[src/core/phs_defs.vh]
// constants of the parallel handshake port
// Summary of operation
// control word with bit 7 set is a mode word for all groups
// basic mode direction bits: 4 port A, 3 upper C, 1 port B, 0 lower C; set means input
// basic mode gives two byte ports and two independent C nibbles
// basic mode outputs are latched, inputs read live pins
// basic mode has no handshake; writes and reads act directly
// strobed mode: group A is port A plus upper C, group B port B plus lower C
// strobed data port latches both as input and as output
// mode word B0 gives port A strobed input with upper C handshake
// bits 7, 2, 1 set give port B strobed input, no spare C lines
// port A strobed input leaves C lines 6 and 7 as plain I/O
// strobed input C lines: 5 full A, 4 strobe A, 3 request A, 2 strobe B, 1 full B, 0 request B
// strobed input C read: spares, full A, enable A, request A, enable B, full B, request B
// strobe input levels never appear in the C status word
// buffer full sets once strobed data sits in the input latch
// host polls buffer full before reading the data port
// each strobed port requests interrupt while enabled and full; both visible in status; output groups here request while enabled and empty
// single C bits set or cleared by a control word without bit 7
// port A strobed output leaves C lines 4 and 5 as plain I/O
// bits 7, 2 set and bit 1 clear give port B strobed output, no spares
// strobed output status layout differs from strobed input layout
// bit 7 clear: bits 3..1 pick the C bit, bit 0 is its value
// strobed output C lines: 7 full A low, 6 ack A, 3 request A, 2 ack B, 1 full B low, 0 request B
// output full flag goes low on host data write, high again on acknowledge
// mode bits 6..5 group A mode, bit 2 group B mode
// strobe loads latch and sets full; data port read clears full and request
// any mode word clears output latches, flags and interrupt enables
`ifndef PHS_DEFS_VH
`define PHS_DEFS_VH
// register byte offsets
`define PHS_OFS_PORT_A 4'h0
`define PHS_OFS_PORT_B 4'h4
`define PHS_OFS_PORT_C 4'h8
`define PHS_OFS_CTRL 4'hC
// control word fields
`define PHS_CW_FLAG 7
`define PHS_CW_GA_MODE_HI 6
`define PHS_CW_GA_MODE_LO 5
`define PHS_CW_DIR_A 4
`define PHS_CW_DIR_CU 3
`define PHS_CW_GB_MODE 2
`define PHS_CW_DIR_B 1
`define PHS_CW_DIR_CL 0
`define PHS_CW_BIT_VAL 0
// reset mode word: basic mode, everything input
`define PHS_MODE_RESET 8'h9B
// port C line positions used by handshakes
`define PHS_C_FULL_A_IN 5
`define PHS_C_STB_A 4
`define PHS_C_REQ_A 3
`define PHS_C_STB_B 2
`define PHS_C_FULL_B 1
`define PHS_C_REQ_B 0
`define PHS_C_FULL_A_OUT 7
`define PHS_C_ACK_A 6
`define PHS_C_ACK_B 2
// bit set/reset selects that carry the interrupt enables
`define PHS_BSR_ENA_IN 3'd4
`define PHS_BSR_ENA_OUT 3'd6
`define PHS_BSR_ENB 3'd2
`endif

[src/core/phs_port.v]
// parallel handshake port with an ahb-lite register slave
//
// The implementer's own choices: the address map and the AHB-Lite register port.
`timescale 1ns/1ns
`include "phs_defs.vh"
module phs_port (
	input wire i_clock,
	input wire i_rst_n,
	input wire i_hsel,
	input wire [31:0] i_haddr,
	input wire [1:0] i_htrans,
	input wire i_hwrite,
	input wire [2:0] i_hsize,
	input wire [31:0] i_hwdata,
	input wire i_hready,
	output reg [31:0] o_hrdata,
	output reg o_hreadyout,
	output reg o_hresp,
	input wire [7:0] i_port_a,
	output reg [7:0] o_port_a,
	output reg [7:0] o_port_a_oe,
	input wire [7:0] i_port_b,
	output reg [7:0] o_port_b,
	output reg [7:0] o_port_b_oe,
	input wire [7:0] i_port_c,
	output reg [7:0] o_port_c,
	output reg [7:0] o_port_c_oe
);

	// configuration and latches
	// pin enables elsewhere are high while the device drives the line
	reg [7:0] mode_word;
	reg [7:0] out_a;
	reg [7:0] out_b;
	reg [7:0] out_c;
	reg [7:0] in_latch_a;
	reg [7:0] in_latch_b;
	reg input_full_grp_a;
	reg input_full_grp_b;
	reg output_full_grp_a_n;
	reg output_full_grp_b_n;
	reg irq_enable_grp_a;
	reg irq_enable_grp_b;
	// two-stage pin synchronisers, third stage for edges
	reg [7:0] a_s1;
	reg [7:0] a_s2;
	reg [7:0] b_s1;
	reg [7:0] b_s2;
	reg [7:0] c_s1;
	reg [7:0] c_s2;
	reg [7:0] c_s3;
	// ahb data phase state, then combinational pin, status and read values
	reg wr_pend;
	reg [3:0] wr_ofs;
	reg [7:0] next_c_out;
	reg [7:0] next_c_oe;
	reg [7:0] next_a_oe;
	reg [7:0] next_b_oe;
	reg [7:0] status_c;
	reg [7:0] rd_val;

	// falling edge of a synchronised line: older stage high, newer low
	function phs_fall;
		input older;
		input newer;
		begin
			phs_fall = older & ~newer;
		end
	endfunction

	// interrupt request of one group: enabled and its buffer condition holds
	function phs_irq;
		input enable;
		input dir_in;
		input in_full;
		input out_full_n;
		begin
			// output side requests once the buffer is empty again
			phs_irq = enable & (dir_in ? in_full : out_full_n);
		end
	endfunction

	// register offset match, shared by the read and write decoders
	function phs_hit;
		input [3:0] got;
		input [3:0] want;
		begin
			phs_hit = (got == want);
		end
	endfunction

	// decoded modes
	// group A mode bits 6..5, group B mode bit 2
	// the bidirectional code 1x is treated as strobed and goes no further
	wire ga_strobed = mode_word[`PHS_CW_GA_MODE_HI] | mode_word[`PHS_CW_GA_MODE_LO];
	wire gb_strobed = mode_word[`PHS_CW_GB_MODE];
	// bit 4 with strobed group A gives strobed input
	// direction bits are read in basic and strobed mode alike
	wire dir_a_in = mode_word[`PHS_CW_DIR_A];
	wire dir_b_in = mode_word[`PHS_CW_DIR_B];
	wire dir_cu_in = mode_word[`PHS_CW_DIR_CU];
	wire dir_cl_in = mode_word[`PHS_CW_DIR_CL];
	// handshake lines as seen after the two-stage synchroniser
	wire strobe_in_grp_a_n = c_s2[`PHS_C_STB_A];
	wire strobe_in_grp_b_n = c_s2[`PHS_C_STB_B];
	wire acknowledge_grp_a_n = c_s2[`PHS_C_ACK_A];
	wire acknowledge_grp_b_n = c_s2[`PHS_C_ACK_B];
	// edges compare the third stage with the second, never the first
	wire stb_a_fall = phs_fall(c_s3[`PHS_C_STB_A], strobe_in_grp_a_n);
	wire stb_b_fall = phs_fall(c_s3[`PHS_C_STB_B], strobe_in_grp_b_n);
	wire ack_a_fall = phs_fall(c_s3[`PHS_C_ACK_A], acknowledge_grp_a_n);
	wire ack_b_fall = phs_fall(c_s3[`PHS_C_ACK_B], acknowledge_grp_b_n);
	// request while enabled and input full, or enabled and output empty
	wire irq_request_grp_a = phs_irq(irq_enable_grp_a, dir_a_in, input_full_grp_a, output_full_grp_a_n);
	wire irq_request_grp_b = phs_irq(irq_enable_grp_b, dir_b_in, input_full_grp_b, output_full_grp_b_n);

	// ahb address phase decode
	// only the low nibble selects a register; anything above it is unmapped
	wire addr_ok = i_hsel & i_htrans[1] & i_hready;
	wire [3:0] ofs = i_haddr[3:0];
	wire in_map = (i_haddr[31:4] == 28'h0000000);
	wire rd_take = addr_ok & ~i_hwrite & in_map;
	wire rd_a = rd_take & phs_hit(ofs, `PHS_OFS_PORT_A);
	wire rd_b = rd_take & phs_hit(ofs, `PHS_OFS_PORT_B);
	// data phase write strobes, hwdata stands only in the data phase
	wire wr_a = wr_pend & phs_hit(wr_ofs, `PHS_OFS_PORT_A);
	wire wr_b = wr_pend & phs_hit(wr_ofs, `PHS_OFS_PORT_B);
	wire wr_c = wr_pend & phs_hit(wr_ofs, `PHS_OFS_PORT_C);
	wire wr_ctrl = wr_pend & phs_hit(wr_ofs, `PHS_OFS_CTRL);
	wire [7:0] wdat = i_hwdata[7:0];
	// mode word versus R21 bit set/reset
	wire wr_mode = wr_ctrl & wdat[`PHS_CW_FLAG];
	wire wr_bsr = wr_ctrl & ~wdat[`PHS_CW_FLAG];
	wire [2:0] bsr_sel = wdat[3:1];
	wire bsr_val = wdat[`PHS_CW_BIT_VAL];

	// status word and pin enables per group
	// handshake outputs follow the flags here and pass one flop to the pins
	always @* begin
		status_c = 8'h00;
		next_c_out = out_c;
		next_c_oe = 8'h00;
		next_a_oe = 8'h00;
		next_b_oe = 8'h00;
		// basic directions, R3 independent nibbles, R4 live input reads
		next_c_oe[7:4] = dir_cu_in ? 4'h0 : 4'hF;
		next_c_oe[3:0] = dir_cl_in ? 4'h0 : 4'hF;
		status_c[7:4] = dir_cu_in ? c_s2[7:4] : out_c[7:4];
		status_c[3:0] = dir_cl_in ? c_s2[3:0] : out_c[3:0];
		if (!dir_a_in) begin
			next_a_oe = 8'hFF;
		end
		if (!dir_b_in) begin
			next_b_oe = 8'hFF;
		end
		if (ga_strobed) begin
			// group A takes line 3 plus two lines of the upper nibble
			if (dir_a_in) begin
				// input lines, R12 R13 status without strobe
				next_c_out[`PHS_C_FULL_A_IN] = input_full_grp_a;
				next_c_out[`PHS_C_REQ_A] = irq_request_grp_a;
				next_c_oe[5:3] = 3'h5;
				status_c[5:3] = {input_full_grp_a, irq_enable_grp_a, irq_request_grp_a};
			end else begin
				// output lines, R20 output layout
				next_c_out[`PHS_C_FULL_A_OUT] = output_full_grp_a_n;
				next_c_out[`PHS_C_REQ_A] = irq_request_grp_a;
				next_c_oe[7:6] = 2'h2;
				next_c_oe[3] = 1'b1;
				status_c[7:6] = {output_full_grp_a_n, irq_enable_grp_a};
				status_c[3] = irq_request_grp_a;
			end
		end
		// group B keeps enable, full and request on the same lines both ways
		if (gb_strobed) begin
			// group B owns lines 2..0, no spares
			next_c_oe[2:0] = 3'h3;
			next_c_out[`PHS_C_REQ_B] = irq_request_grp_b;
			if (dir_b_in) begin
				next_c_out[`PHS_C_FULL_B] = input_full_grp_b;
				status_c[2:0] = {irq_enable_grp_b, input_full_grp_b, irq_request_grp_b};
			end else begin
				next_c_out[`PHS_C_FULL_B] = output_full_grp_b_n;
				status_c[2:0] = {irq_enable_grp_b, output_full_grp_b_n, irq_request_grp_b};
			end
		end
	end

	// read data mux
	// control and unmapped offsets read back as zero
	always @* begin
		rd_val = 8'h00;
		case (ofs)
			`PHS_OFS_PORT_A: begin
				// strobed input reads the latch
				if (dir_a_in) begin
					rd_val = ga_strobed ? in_latch_a : a_s2;
				end else begin
					rd_val = out_a;
				end
			end
			`PHS_OFS_PORT_B: begin
				// strobed input reads its latch, basic input the live pins
				if (dir_b_in) begin
					rd_val = gb_strobed ? in_latch_b : b_s2;
				end else begin
					rd_val = out_b;
				end
			end
			`PHS_OFS_PORT_C: begin
				rd_val = status_c;
			end
			default: begin
				rd_val = 8'h00;
			end
		endcase
	end

	// pin synchronisers
	// c lines reset high like the pulled-up idle level, so no false edge follows
	always @(posedge i_clock) begin
		if (!i_rst_n) begin
			a_s1 <= 8'h00;
			a_s2 <= 8'h00;
			b_s1 <= 8'h00;
			b_s2 <= 8'h00;
			c_s1 <= 8'hFF;
			c_s2 <= 8'hFF;
			c_s3 <= 8'hFF;
		end else begin
			a_s1 <= i_port_a;
			a_s2 <= a_s1;
			b_s1 <= i_port_b;
			b_s2 <= b_s1;
			c_s1 <= i_port_c;
			c_s2 <= c_s1;
			c_s3 <= c_s2;
		end
	end

	// ahb slave: zero wait states, always okay
	// read data loads at the address-phase edge and stands through the data phase
	// any other taken transfer zeroes it so a stale byte never shows
	always @(posedge i_clock) begin
		if (!i_rst_n) begin
			o_hrdata <= 32'h00000000;
			o_hreadyout <= 1'b1;
			o_hresp <= 1'b0;
			wr_pend <= 1'b0;
			wr_ofs <= 4'h0;
		end else begin
			o_hreadyout <= 1'b1;
			o_hresp <= 1'b0;
			wr_pend <= addr_ok & i_hwrite & in_map;
			wr_ofs <= ofs;
			if (rd_take) begin
				o_hrdata <= {24'h000000, rd_val};
			end else if (addr_ok) begin
				o_hrdata <= 32'h00000000;
			end
		end
	end

	// mode word, latches and handshake flags
	always @(posedge i_clock) begin
		if (!i_rst_n) begin
			mode_word <= `PHS_MODE_RESET;
			out_a <= 8'h00;
			out_b <= 8'h00;
			out_c <= 8'h00;
			in_latch_a <= 8'h00;
			in_latch_b <= 8'h00;
			input_full_grp_a <= 1'b0;
			input_full_grp_b <= 1'b0;
			output_full_grp_a_n <= 1'b1;
			output_full_grp_b_n <= 1'b1;
			irq_enable_grp_a <= 1'b0;
			irq_enable_grp_b <= 1'b0;
		end else if (wr_mode) begin
			// mode word clears latches and flags
			// a mode word overrides every other event in its cycle
			mode_word <= wdat;
			out_a <= 8'h00;
			out_b <= 8'h00;
			out_c <= 8'h00;
			in_latch_a <= 8'h00;
			in_latch_b <= 8'h00;
			input_full_grp_a <= 1'b0;
			input_full_grp_b <= 1'b0;
			output_full_grp_a_n <= 1'b1;
			output_full_grp_b_n <= 1'b1;
			irq_enable_grp_a <= 1'b0;
			irq_enable_grp_b <= 1'b0;
		end else begin
			// output latches load directly
			if (wr_a) begin
				out_a <= wdat;
			end
			if (wr_b) begin
				out_b <= wdat;
			end
			if (wr_c) begin
				out_c <= wdat;
			end
			// single bit set/reset, enables in strobed groups
			// the selected bit also loads the C latch so plain lines follow it
			if (wr_bsr) begin
				out_c[bsr_sel] <= bsr_val;
				if (ga_strobed && ((dir_a_in && bsr_sel == `PHS_BSR_ENA_IN) ||
					(!dir_a_in && bsr_sel == `PHS_BSR_ENA_OUT))) begin
					irq_enable_grp_a <= bsr_val;
				end
				if (gb_strobed && bsr_sel == `PHS_BSR_ENB) begin
					irq_enable_grp_b <= bsr_val;
				end
			end
			// strobe loads latch, set beats read clear
			// a strobe in the cycle of a data read keeps the buffer full
			if (ga_strobed && dir_a_in) begin
				if (stb_a_fall) begin
					in_latch_a <= a_s2;
					input_full_grp_a <= 1'b1;
				end else if (rd_a) begin
					input_full_grp_a <= 1'b0;
				end
			end
			if (gb_strobed && dir_b_in) begin
				if (stb_b_fall) begin
					in_latch_b <= b_s2;
					input_full_grp_b <= 1'b1;
				end else if (rd_b) begin
					input_full_grp_b <= 1'b0;
				end
			end
			// host write drops full, acknowledge raises it
			// a host write in the cycle of an acknowledge keeps the buffer full
			if (ga_strobed && !dir_a_in) begin
				if (wr_a) begin
					output_full_grp_a_n <= 1'b0;
				end else if (ack_a_fall) begin
					output_full_grp_a_n <= 1'b1;
				end
			end
			if (gb_strobed && !dir_b_in) begin
				if (wr_b) begin
					output_full_grp_b_n <= 1'b0;
				end else if (ack_b_fall) begin
					output_full_grp_b_n <= 1'b1;
				end
			end
		end
	end

	// registered pin drivers
	// pins lag the latches and flags by one cycle
	// enables stay low through reset so no line is driven before a mode word
	always @(posedge i_clock) begin
		if (!i_rst_n) begin
			o_port_a <= 8'h00;
			o_port_a_oe <= 8'h00;
			o_port_b <= 8'h00;
			o_port_b_oe <= 8'h00;
			o_port_c <= 8'h00;
			o_port_c_oe <= 8'h00;
		end else begin
			o_port_a <= out_a;
			o_port_a_oe <= next_a_oe;
			o_port_b <= out_b;
			o_port_b_oe <= next_b_oe;
			o_port_c <= next_c_out;
			o_port_c_oe <= next_c_oe;
		end
	end

endmodule // phs_port
[config.mk]
export PLATFORM = sky130hd
export DESIGN_NAME = phs_port
export DESIGN_NICKNAME = d
export VERILOG_FILES = /design/src/core/phs_port.v
export VERILOG_INCLUDE_DIRS = /design/src /design/src/core
export SDC_FILE = /design/constraint.sdc
export NUM_CORES = 1
export LEC_CHECK = 0
export BUFFER_PORTS_ARGS = -buffer_cell sky130_fd_sc_hd__clkbuf_2
export CORE_MARGIN = 4
export CORE_UTILIZATION = 35
export CTS_CLUSTER_SIZE = 28
export DETAILED_ROUTE_END_ITERATION = 16
export MAX_ROUTING_LAYER = met4
export SETUP_SLACK_MARGIN = 0.05
export SYNTH_ARGS = -nofsm -noshare
export SYNTH_HDL_FRONTEND = slang
export SYNTH_SLANG_ARGS = --single-unit
[constraint.sdc]
create_clock -name i_clock -period 1.65 [get_ports i_clock]
set_clock_uncertainty 0.1 [all_clocks]
set_input_delay 0.0825 -clock i_clock [delete_from_list [all_inputs] [get_ports i_clock]]
set_output_delay 0.0825 -clock i_clock [all_outputs]
set_load 0.005 [all_outputs]
# == After elaboration in Yosys (flattened, before gate mapping) ==
# Index checks and enable logic that the tools add are counted.
# totals
reg_bits,169
latchBits,0
elab_cells,140
input_bits,98
out_inout_bits,82
romBits,0
mem_count,0
mem_bits_rw,0
# op_classes
muxes,45
multipliers,0
add_sub_neg,0
div,0
shift,0
order_cmp,2
eq_ne,8
reduce_logical,30
bitwise_logic,26
# op_table
cell,count
$mux W8,12
$logic_not A28 Y1,1
$pmux W8 S3,1
$and A1 B1 Y1,19
$mux W1,16
$mux W4,4
$reduce_and A2 Y1,8
$mux W2,7
$eq A4 B4 Y1 const B,3
$mux W5,2
$reduce_bool A2 Y1,5
$logic_and A1 B1 Y1,9
$bwmux W8,1
$eq A4 B3 Y1 const B,2
$logic_not A4 Y1,2
$eq A3 B3 Y1 const B,2
$not A1 Y1,6
$lt A3 B4 Y1 const B,1
$reduce_or A2 Y1,2
$demux W1 S3,1
$eq A3 B2 Y1 const B,1
$ge A3 B1 Y1 const B,1
$mux W3,1
$logic_not A1 Y1,2
other kinds (2),2

# == Logic depth before layout (Yosys ltp) ==
# Gate-level depths: netlist (run 1).
# depth
ltp_word,7
depth_mapped,7
mapped_depth_nobuf,5

# == Worst setup path after synthesis (run 1) ==
# OpenSTA, ideal clock, no wires.
# synth_path
kind,reg2reg
start,reg mode_word[6]
end,reg o_hrdata[0]
path_buffers,1
t_arrival_ps,1386
setup_slack_ps,47
period_less_slack_ps,1603
setup_time_ps,117
required_time_ps,1433
path_stages_with_launch,7
path_cell_list,dfxtp_1 nor2_2 buf_6 mux2i_1 a211oi_1 a211o_1 a32o_1
# synth_between
elab_chain_cells,5
# synth_lines
element,line_no,rtl
from (decl),phs_port.v:32,reg [7:0] mode_word;
from (signal assigned),phs_port.v:267,mode_word <= `PHS_MODE_RESET;
from (signal assigned),phs_port.v:282,mode_word <= wdat;
$or A1 B1 Y1,phs_port.v:95,wire ga_strobed = mode_word[`PHS_CW_GA_MODE_HI] | mode_word[`PHS_CW_GA_MODE_LO];
$mux W8,phs_port.v:197,rd_val = ga_strobed ? in_latch_a : a_s2;
$mux W8,phs_port.v:196,if (dir_a_in) begin
$pmux W8 S3,phs_port.v:193,case (ofs)
$mux W8,phs_port.v:256,if (rd_take) begin
to (signal assigned),phs_port.v:257,"o_hrdata <= {24'h000000, rd_val};"
to (decl),phs_port.v:16,"output reg [31:0] o_hrdata,"
# No other way between the ends.
# A chain may end at the register's enable or synchronous reset.

# == Worst setup path in the final report (run 1) ==
# layout_path
start,reg mode_word[6]
end,reg o_hrdata[7]
# layout_between
elab_chain_cells,5
word_cells_on_any_way,6
cone_classes,mux (5); bitwise (1)
# layout_lines
element,line_no
$or A1 B1 Y1 *,phs_port.v:95
$mux W8,phs_port.v:197
$mux W8,phs_port.v:196
$pmux W8 S3 *,phs_port.v:193
$mux W8 *,phs_port.v:256
# Mark *: on every way between the ends. The rest lies on a longest branch, timed or not.

==> run metrics, run 1 <==
CTS buffer count=17; pre-CTS setup slack=-0.09706 ns; Port Buffers=125; vias in the first global route=4689; Die Height=between 100 and 150 µm; CP max stage delay=0.36 ns; Synth warnings=0; top_reg_cell synth=dfxtp_1; Max-Cap Viols=0; 1st-pass router iterations=4; Chip Width=139.5 µm; clk slew on worst S/H paths=approximately 0.060 ns; RSZ-0062 raised after global routing=yes; DRC Markers=0; Iter 0 DRT Violations=300; Placed Area=between 6000 and 7000 µm²; Max Fclk=between 0.6 and 0.7 GHz; Startpoint Class=flip-flop; H-tree depth=4; Post-Route M1 WL=7139 µm; post-route insts no fill=1017; Seq cells post-synth=150; Post-DP HPWL=11770 µm; CP endpoint kind=flip-flop; placed cells=around 940; CP required=1.86 ns; Static Leak=between 3 and 4 nW; largest net degree at the start of global routing=24; Syn Inst Count=603; site row count=47; Avg Cell Area, Syn=roughly 10 µm²; metal3 WL=approximately 1100 µm; fin nets=883; synthesis-to-finish area growth=36.38%; Total Power=8.398 mW; Tcrit/Tclk final=97.52%; largest cells by area after synthesis=dfxtp_1, mux2i_1, and2_1; die area=19450 µm²; PwrDens=about 1000 nW/µm²; slowest CP cell=dfxtp_4; final hold viol count=0; Post-synth ARST share=0%; clock sinks=150; global-route wire length before repair=24700 µm; All-Layer GR Usage=16.67%; Netlist Area Pre-Place=roughly 6000 µm²; final WL=16380 µm; status=finished, final reports clean; routed wl met2=between 7000 and 8000 µm; highest routed layer=met4; VDD IR max=0.6814 mV; final core occ=49.23%; critical path cell sequence=nor2_4, buf_12, mux2i_1, a211oi_2, o311ai_2, a21boi_1; Avg WL per Cell=about 16 µm; CTS tree=built; most common cell after layout, fill and taps aside=dfxtp_1; worst min path class=in2reg; fin. max-slew vios=0; kind of cell adding the most delay to the critical path=compound AO/OA/AOI/OAI gates; Root Buffer=clkbuf_16; Synth top area share=49.64%; Synth cell types=63; CTS max path bufs=2; Yosys top cell by area=dfxtp_1; gpl congestion=0.9555; fraction of layout cells with a size suffix above 1=31.62%; Min Clock Period, post-route=about 1.6 ns; post-route setup slack=between 0.04 and 0.05 ns; most frequent cells in the layout=dfxtp_1, clkbuf_2, mux2i_1; initial antenna violation count=0; post-route design area=8250 µm²; routed vias/inst=4.770; core footprint=16760 µm²; Clock Latency Late Sink=0.42 ns; Initial Utilization=36.10%; number of top-level design ports=180; CP arrival=~1.8 ns; Seq/Total Area, Yosys=between 40 and 50%; Worst Path Buf+Inv=1; critical path fanouts, max=4; number of diodes=0; Setup CP Type=reg2reg; final setup fails=0; via count=between 4000 and 5000; Post-synth EDFFs=0; Overflow after GRT=0; Detail Route Antenna Nets=0
==> final cells by class <==
type	count	area, µm²
fillers	1554	8509
flip-flops and latches	150	3018
multi-input cells	398	2765
repair buffers	215	1534
clock buffers	18	429.2
well taps	220	275.3
clock inverters	13	217.7
inverters	3	11.26
==> cells by family (layout without fill, tap and decap cells) <==
group,count (synthesis),count (layout),share of synthesized area [%]
buf+inv,79,249,8.521
xor+xnor,1,1,0.1448
other cells,2,26,0.1241
simple gates,219,219,21.03
mux,64,64,10.59
compound gates,88,88,9.949
flops,150,150,49.64
==> timing repair <==
action / CTS / global route
setup endpoints to repair: 21 / 33
pin swaps: 6 / 20
gates resized for setup: 19 / 33
setup buffers: 4 / 5
endpoints found under the hold margin: 52 / 0
hold buffers: 38 / 0
cloned: 0 / 3
==> cell usage after synthesis (4+ instances only) <==
master / instances
dfxtp_1: 150
mux2i_1: 64
and2_1: 58
buf_4: 44
nor2_1: 44
nand2_1: 37
a21oi_1: 25
nand2b_1: 22
clkbuf_1: 16
o21ai_0: 15
nor2b_1: 9
buf_2: 7
nor4_1: 7
a21boi_0: 6
a211oi_1: 5
nand3_1: 5
nand4b_1: 5
nor3_1: 5
nor3b_1: 5
a21boi_1: 4
==> layer usage <==
layer	track usage (%)	vias up
met5	-	-
met4	4.737	0
met3	4.048	21
met2	27.91	160
met1	20.04	2306
li1	-	2364
==> power breakdown <==
part / internal, mW / total (mW) / switching [mW]
Sequential: 3.68 / 3.71 / 0.0263
Clock: 2.70 / 4.26 / 1.56
Combinational: 0.224 / 0.427 / 0.203
==> worst min-delay path: stages <==
cell and delay, ns:
clkbuf_2 0.22, nor2_1 0.16, a211oi_1 0.06
==> flip-flops by register name (all words and copies together), names as in the netlist, 7 cells and up <==
register	flops
a_s1	8
out_b	8
o_port_a	8
in_latch_b	8
mode_word	7
out_c	8
o_port_b	8
b_s2	8
in_latch_a	8
c_s1	8
o_port_c_oe	7
c_s2	8
o_port_c	8
a_s2	8
b_s1	8
o_hrdata	8
out_a	8
==> worst paths after layout <==
path	slack [ns]	cells after the start	end	from
max	0.04	6	o_hrdata[7]$_SDFFE_PN0P_	mode_word[6]$_SDFFE_PN0P_
min	0.04	3	out_c[6]$_SDFF_PP0_	i_hwdata[0]
max reg2reg	0.04	6	o_hrdata[7]$_SDFFE_PN0P_	mode_word[6]$_SDFFE_PN0P_
min reg2reg	0.30	1	c_s2[0]$_SDFF_PN1_	c_s1[0]$_SDFF_PN1_
==> metrics by stage <==
| step | hold WS, ns | setup TNS [ns] |
|---|---|---|
| floorplan | 0.08397 | 0 |
| global placement | 0.1721 | -0.05394 |
| detailed placement | 0.1695 | -0.2205 |
| CTS | 0.01737 | 0 |
| global route | 0.05961 | -0.1027 |
| finish | 0.04342 | 0 |
Power figures use the tool's default switching activity.
==> run 2: changes to the inputs <==
- GPL_TIMING_DRIVEN: not set -> 0
- PLACE_DENSITY: not set -> 0.7
==> run metrics, run 2 (synthesis gave the netlist of run 1 again) <==
site row count=47 (unchanged); Avg WL per Cell=15.41 µm (was 16.11 µm); post-route design area=8381 µm² (was 8250 µm²); most frequent cells in the layout=dfxtp_1, clkbuf_2, and2_1 (was dfxtp_1, clkbuf_2, mux2i_1); Worst-Margin Slew=0.5711 ns; DRC Markers=0 (unchanged); Root Buffer=clkbuf_16 (unchanged); critical path fanouts, max=6 (was 4); Detail Route Antenna Nets=0 (unchanged); Worst Path Buf+Inv=1 (unchanged); Setup CP Type=reg2reg (unchanged); clock sinks=150 (unchanged); CP max stage delay=0.37 ns (was 0.36 ns); All-Layer GR Usage=16.82% (was 16.67%); kind of cell adding the most delay to the critical path=compound AO/OA/AOI/OAI gates (unchanged); via count=4847 (was 4851); Slew headroom=61.93%; Tcrit/Tclk final=101.5% (was 97.52%); CTS max path bufs=2 (unchanged); final setup fails=2 (was 0); worst min path class=in2reg (unchanged); initial antenna violation count=0 (unchanged); Max Fclk=0.5973 GHz (was 0.6215 GHz); CP endpoint kind=flip-flop (unchanged); PwrDens=963.8 nW/µm² (was 1018 nW/µm²); status=finished with violations (was finished, final reports clean); Overflow after GRT=0 (unchanged); gpl congestion=0.8987 (was 0.9555); placed cells=972 (was 936); Sequential cell area=3022 µm² (was 3018 µm²); critical path cell sequence=nor2_4, buf_8, mux2i_4, a211oi_2, a211o_1, a32o_1 (was nor2_4, buf_12, mux2i_1, a211oi_2, o311ai_2, a21boi_1); 1st-pass router iterations=5 (was 4); final hold viol count=0 (unchanged); Multi-input gate area=2780 µm² (was 2765 µm²); setup_tns=-0.03838 ns (was 0 ns); failing checks=setup timing; Post-DP HPWL=11850 µm (was 11770 µm); final core occ=50.00% (was 49.23%); most common cell after layout, fill and taps aside=dfxtp_1 (unchanged); pre-CTS setup slack=-0.2637 ns (was -0.09706 ns); Iter 0 DRT Violations=405 (was 300); post-route setup slack=-0.02412 ns (was 0.04091 ns); die area=19450 µm² (unchanged); RSZ-0062 raised after global routing=yes (unchanged); final WL=16270 µm (was 16380 µm); fraction of layout cells with a size suffix above 1=33.13% (was 31.62%); largest net degree at the start of global routing=17 (was 24); number of diodes=0 (unchanged); Startpoint Class=flip-flop (unchanged); H-tree depth=4 (unchanged); Chip Width=139.5 µm (unchanged); CTS tree=built (unchanged); synthesis-to-finish area growth=38.53% (was 36.38%); Total Power=8.077 mW (was 8.398 mW); VDD IR max=0.7921 mV (was 0.6814 mV); Initial Utilization=36.10% (unchanged); CP required=1.87 ns (was 1.86 ns); global-route wire length before repair=24630 µm (was 24700 µm); fin. max-slew vios=0 (unchanged); fin nets=921 (was 883); Clock Latency Late Sink=0.43 ns (was 0.42 ns); clk slew on worst S/H paths=0.06 ns (about the same); CTS buffer count=17 (unchanged); Min Hold Slack=0.04254 ns (was 0.04342 ns); slowest CP cell=dfxtp_4 (unchanged); Placed Area=7046 µm² (was 6904 µm²); routed vias/inst=4.590 (was 4.770); post-route insts no fill=1056 (was 1017); core footprint=16760 µm² (unchanged); Static Leak=3.820 nW (was 3.737 nW); number of top-level design ports=180 (unchanged); CP arrival=1.89 ns (was 1.82 ns); vias in the first global route=4476 (was 4689); Max-Cap Viols=0 (unchanged); Fillers=1599 (was 1554); Port Buffers=125 (unchanged); Min Clock Period, post-route=1.674 ns (was 1.609 ns); Die Height=139.5 µm (unchanged)
-- run 2: changes by cell type in the layout (fill, tap and decap cells not counted), moves of 3 or more --
cell,before,now
buf_4,38,54
clkbuf_1,1,14
buf_12,7,1
buf_6,4,8
clkinv_2,1,5
clkbuf_2,123,126
clkbuf_8,0,3
dfxtp_2,6,3
inv_6,4,1
mux2i_1,59,56
mux2i_2,4,7
-- run 2: final cells by class --
cell class	count	area share [%]
inverters	3	0.1344
well taps	220	3.285
clock buffers	19	5.285
clock inverters	13	1.851
repair buffers	179	13.87
multi-input cells	398	33.17
flip-flops and latches	150	36.06
plain buffers	74	6.345
-- run 2: path summary, 6_finish.rpt --
| path | depth (start not counted) | startpoint | slack [ns] | endpoint |
|---|---|---|---|---|
| max reg2reg | 6 | mode_word[6]$_SDFFE_PN0P_ | -0.02 | o_hrdata[0]$_SDFFE_PN0P_ |
| min | 5 | i_haddr[27] | 0.04 | input_full_grp_b$_SDFFE_PP0P_ |
| max | 6 | mode_word[6]$_SDFFE_PN0P_ | -0.02 | o_hrdata[0]$_SDFFE_PN0P_ |
| min reg2reg | 1 | c_s1[5]$_SDFF_PN1_ | 0.31 | c_s2[5]$_SDFF_PN1_ |
-- run 2: report_power, final --
part,internal (mW),total [mW],switching [mW]
Clock,2.41,3.89,1.48
Sequential,3.68,3.71,0.0286
Combinational,0.260,0.480,0.220
-- run 2: per-layer routing --
layer | vias to the layer above | global-route usage (%) | share of wire [%]
met5 | - | - | 0
met4 | 0 | 5.046 | 1.3
met3 | 18 | 4.185 | 7.1
met2 | 168 | 25.42 | 46
met1 | 2212 | 22.35 | 46
li1 | 2449 | - | -
-- run 2: repair_timing --
item                                   CTS  global route
endpoints found under the hold margin   56             0
setup endpoints to repair               55            39
hold buffers                            40             0
pin swaps                                5            19
resized for setup                       30            39
cloned                                   0             1
buffers inserted                         7             6
-- run 2: worst reg2reg max path, stage by stage, from the launching register on --
cell and delay [ns]:
dfxtp_4 0.37, nor2_4 0.14, buf_8 0.15, mux2i_4 0.25, a211oi_2 0.10, a211o_1 0.25
a32o_1 0.21
==> run 3: changes to the inputs <==
- RECOVER_POWER: not set -> 25
==> run metrics, run 3 (synthesis gave the netlist of run 1 again) <==
critical path fanouts, max=6 (unchanged); Clock Latency Late Sink=0.43 ns (about the same); Chip Width=139.5 µm (unchanged); post-route setup slack=-0.03401 ns (was -0.02412 ns); Hold Path Cell Cnt=3 (was 5); VDD IR max=0.7926 mV (was 0.7921 mV); DRC Markers=0 (unchanged); vias in the first global route=4476 (unchanged); Port Buffers=125 (unchanged); Max Fclk=0.5938 GHz (was 0.5973 GHz); initial antenna violation count=0 (unchanged); PwrDens=964.3 nW/µm² (was 963.8 nW/µm²); CTS max path bufs=2 (unchanged); gpl congestion=0.8987 (unchanged); final WL=16270 µm (about the same); CP required=1.87 ns (about the same); Startpoint Class=flip-flop (unchanged); RR Endpoint=o_hrdata[0]$_SDFFE_PN0P_ (unchanged); fin nets=921 (unchanged); Tcrit/Tclk final=102.1% (was 101.5%); fin. max-slew vios=0 (unchanged); Max-Cap Viols=0 (unchanged); CP arrival=1.90 ns (was 1.89 ns); Setup CP Type=reg2reg (unchanged); kind of cell adding the most delay to the critical path=compound AO/OA/AOI/OAI gates (unchanged); r2r startpoint=mode_word[6]$_SDFFE_PN0P_ (unchanged); Total Power=8.077 mW (about the same); status=finished with violations (unchanged); Detail Route Antenna Nets=0 (unchanged); 1st-pass router iterations=5 (unchanged); core footprint=16760 µm² (unchanged); Die Height=139.5 µm (unchanged); Iter 0 DRT Violations=396 (was 405); Avg WL per Cell=15.40 µm (was 15.41 µm); fraction of layout cells with a size suffix above 1=32.89% (was 33.13%); CTS buffer count=17 (unchanged); pre-CTS setup slack=-0.2637 ns (unchanged); Initial Utilization=36.10% (unchanged); Slew headroom=60.32% (was 61.93%); final setup fails=2 (unchanged); critical path cell sequence=nor2_4, buf_8, mux2i_4, a211oi_2, a211o_1, a32o_1 (unchanged); slowest CP cell=dfxtp_4 (unchanged); routed vias/inst=4.615 (was 4.590); die area=19450 µm² (unchanged); CP max stage delay=0.37 ns (about the same); worst min path class=in2reg (unchanged); Static Leak=3.802 nW (was 3.820 nW); most frequent cells in the layout=dfxtp_1, clkbuf_2, mux2i_1 (was dfxtp_1, clkbuf_2, and2_1); Worst-Margin Slew=0.5952 ns (was 0.5711 ns); Post-DP HPWL=11850 µm (unchanged); hold path startpoint=i_hwdata[1] (was i_haddr[27]); clk slew on worst S/H paths=0.06 ns (about the same); Worst Hold Endpoint=out_c[1]$_SDFF_PP0_ (was input_full_grp_b$_SDFFE_PP0P_); global-route wire length before repair=24630 µm (unchanged); RSZ-0062 raised after global routing=yes (unchanged); number of diodes=0 (unchanged); post-route insts no fill=1056 (unchanged); site row count=47 (unchanged); H-tree depth=4 (unchanged); CP endpoint kind=flip-flop (unchanged); final hold viol count=0 (unchanged); reg2reg setup slack=-0.03 ns (was -0.02 ns); CTS tree=built (unchanged); reg2reg path depth=6 (unchanged); number of top-level design ports=180 (unchanged); placed cells=972 (unchanged); Worst Path Buf+Inv=1 (unchanged); via count=4873 (was 4847); synthesis-to-finish area growth=38.45% (was 38.53%); Min Clock Period, post-route=1.684 ns (was 1.674 ns); Root Buffer=clkbuf_16 (unchanged); failing checks=setup timing (unchanged); Overflow after GRT=0 (unchanged); clock sinks=150 (unchanged); most common cell after layout, fill and taps aside=dfxtp_1 (unchanged); largest net degree at the start of global routing=17 (unchanged); setup_tns=-0.05386 ns (was -0.03838 ns); All-Layer GR Usage=16.82% (unchanged)
run 3: changes by cell type in the layout (fill, tap and decap cells not counted), sizes merged:
| cell | previous run | this run |
|---|---|---|
| clkbuf | 162 | 163 |
| buf | 70 | 69 |
run 3: per-layer routing:
metal	track usage [%]	routed length (µm)
met1	22.35	7514
met4	5.046	218
met2	25.42	7465
met3	4.185	1068
met5	-	0
run 3: power by group:
part | internal, mW | switching (mW)
clock network | 2.41 | 1.48
logic | 0.258 | 0.220
registers | 3.68 | 0.0290
run 3: metrics by stage:
stage               hold WS, ns  area (µm²)  utilization [%]
finish                  0.04361        8376            49.97
global route            0.05405        8376            49.97
CTS                     0.02207        8200            48.93
detailed placement       0.1668        7046            42.04
global placement         0.1653        7046            42.04
floorplan               0.08397        6145                -
run 3: how the worst max path moves through the flow:
stage,to,start,cells after the start
4_1_cts,o_hrdata[4]$_SDFFE_PN0P_,mode_word[5]$_SDFFE_PN0P_,6
3_3_place_gp,irq_enable_grp_b$_SDFFE_PP0P_,wr_ofs[3]$_SDFF_PN0_,7
3_5_place_dp,out_a[4]$_SDFFE_PP0P_,wr_ofs[1]$_SDFF_PN0_,7
2_1_floorplan,out_b[7]$_SDFFE_PP0P_,wr_ofs[3]$_SDFF_PN0_,7
5_1_grt,o_hrdata[5]$_SDFFE_PN0P_,mode_word[6]$_SDFFE_PN0P_,4
6_report,o_hrdata[0]$_SDFFE_PN0P_,mode_word[6]$_SDFFE_PN0P_,6
run 3: tightest hold or removal path: cells and delay by family:
kind,cells,cell delay (ns)
buffers and inverters,2,0.34
AO/OA/AOI/OAI,1,0.09
run 3: repair_timing:
action,4_1_cts,5_1_grt
gates resized for setup,30,39
buffers inserted,7,6
hold buffers,40,0
endpoints found under the hold margin,56,0
gates cloned,0,1
pin swaps,5,19
setup endpoints to repair,55,39
run 3: area by class of cell:
cell class | instances | area [µm²]
fillers | 1601 | 8384
flip-flops and latches | 150 | 3022
multi-input cells | 398 | 2780
repair buffers | 179 | 1161
plain buffers | 74 | 528.0
clock buffers | 19 | 442.9
well taps | 220 | 275.3
clock inverters | 13 | 155.1
inverters | 3 | 11.26
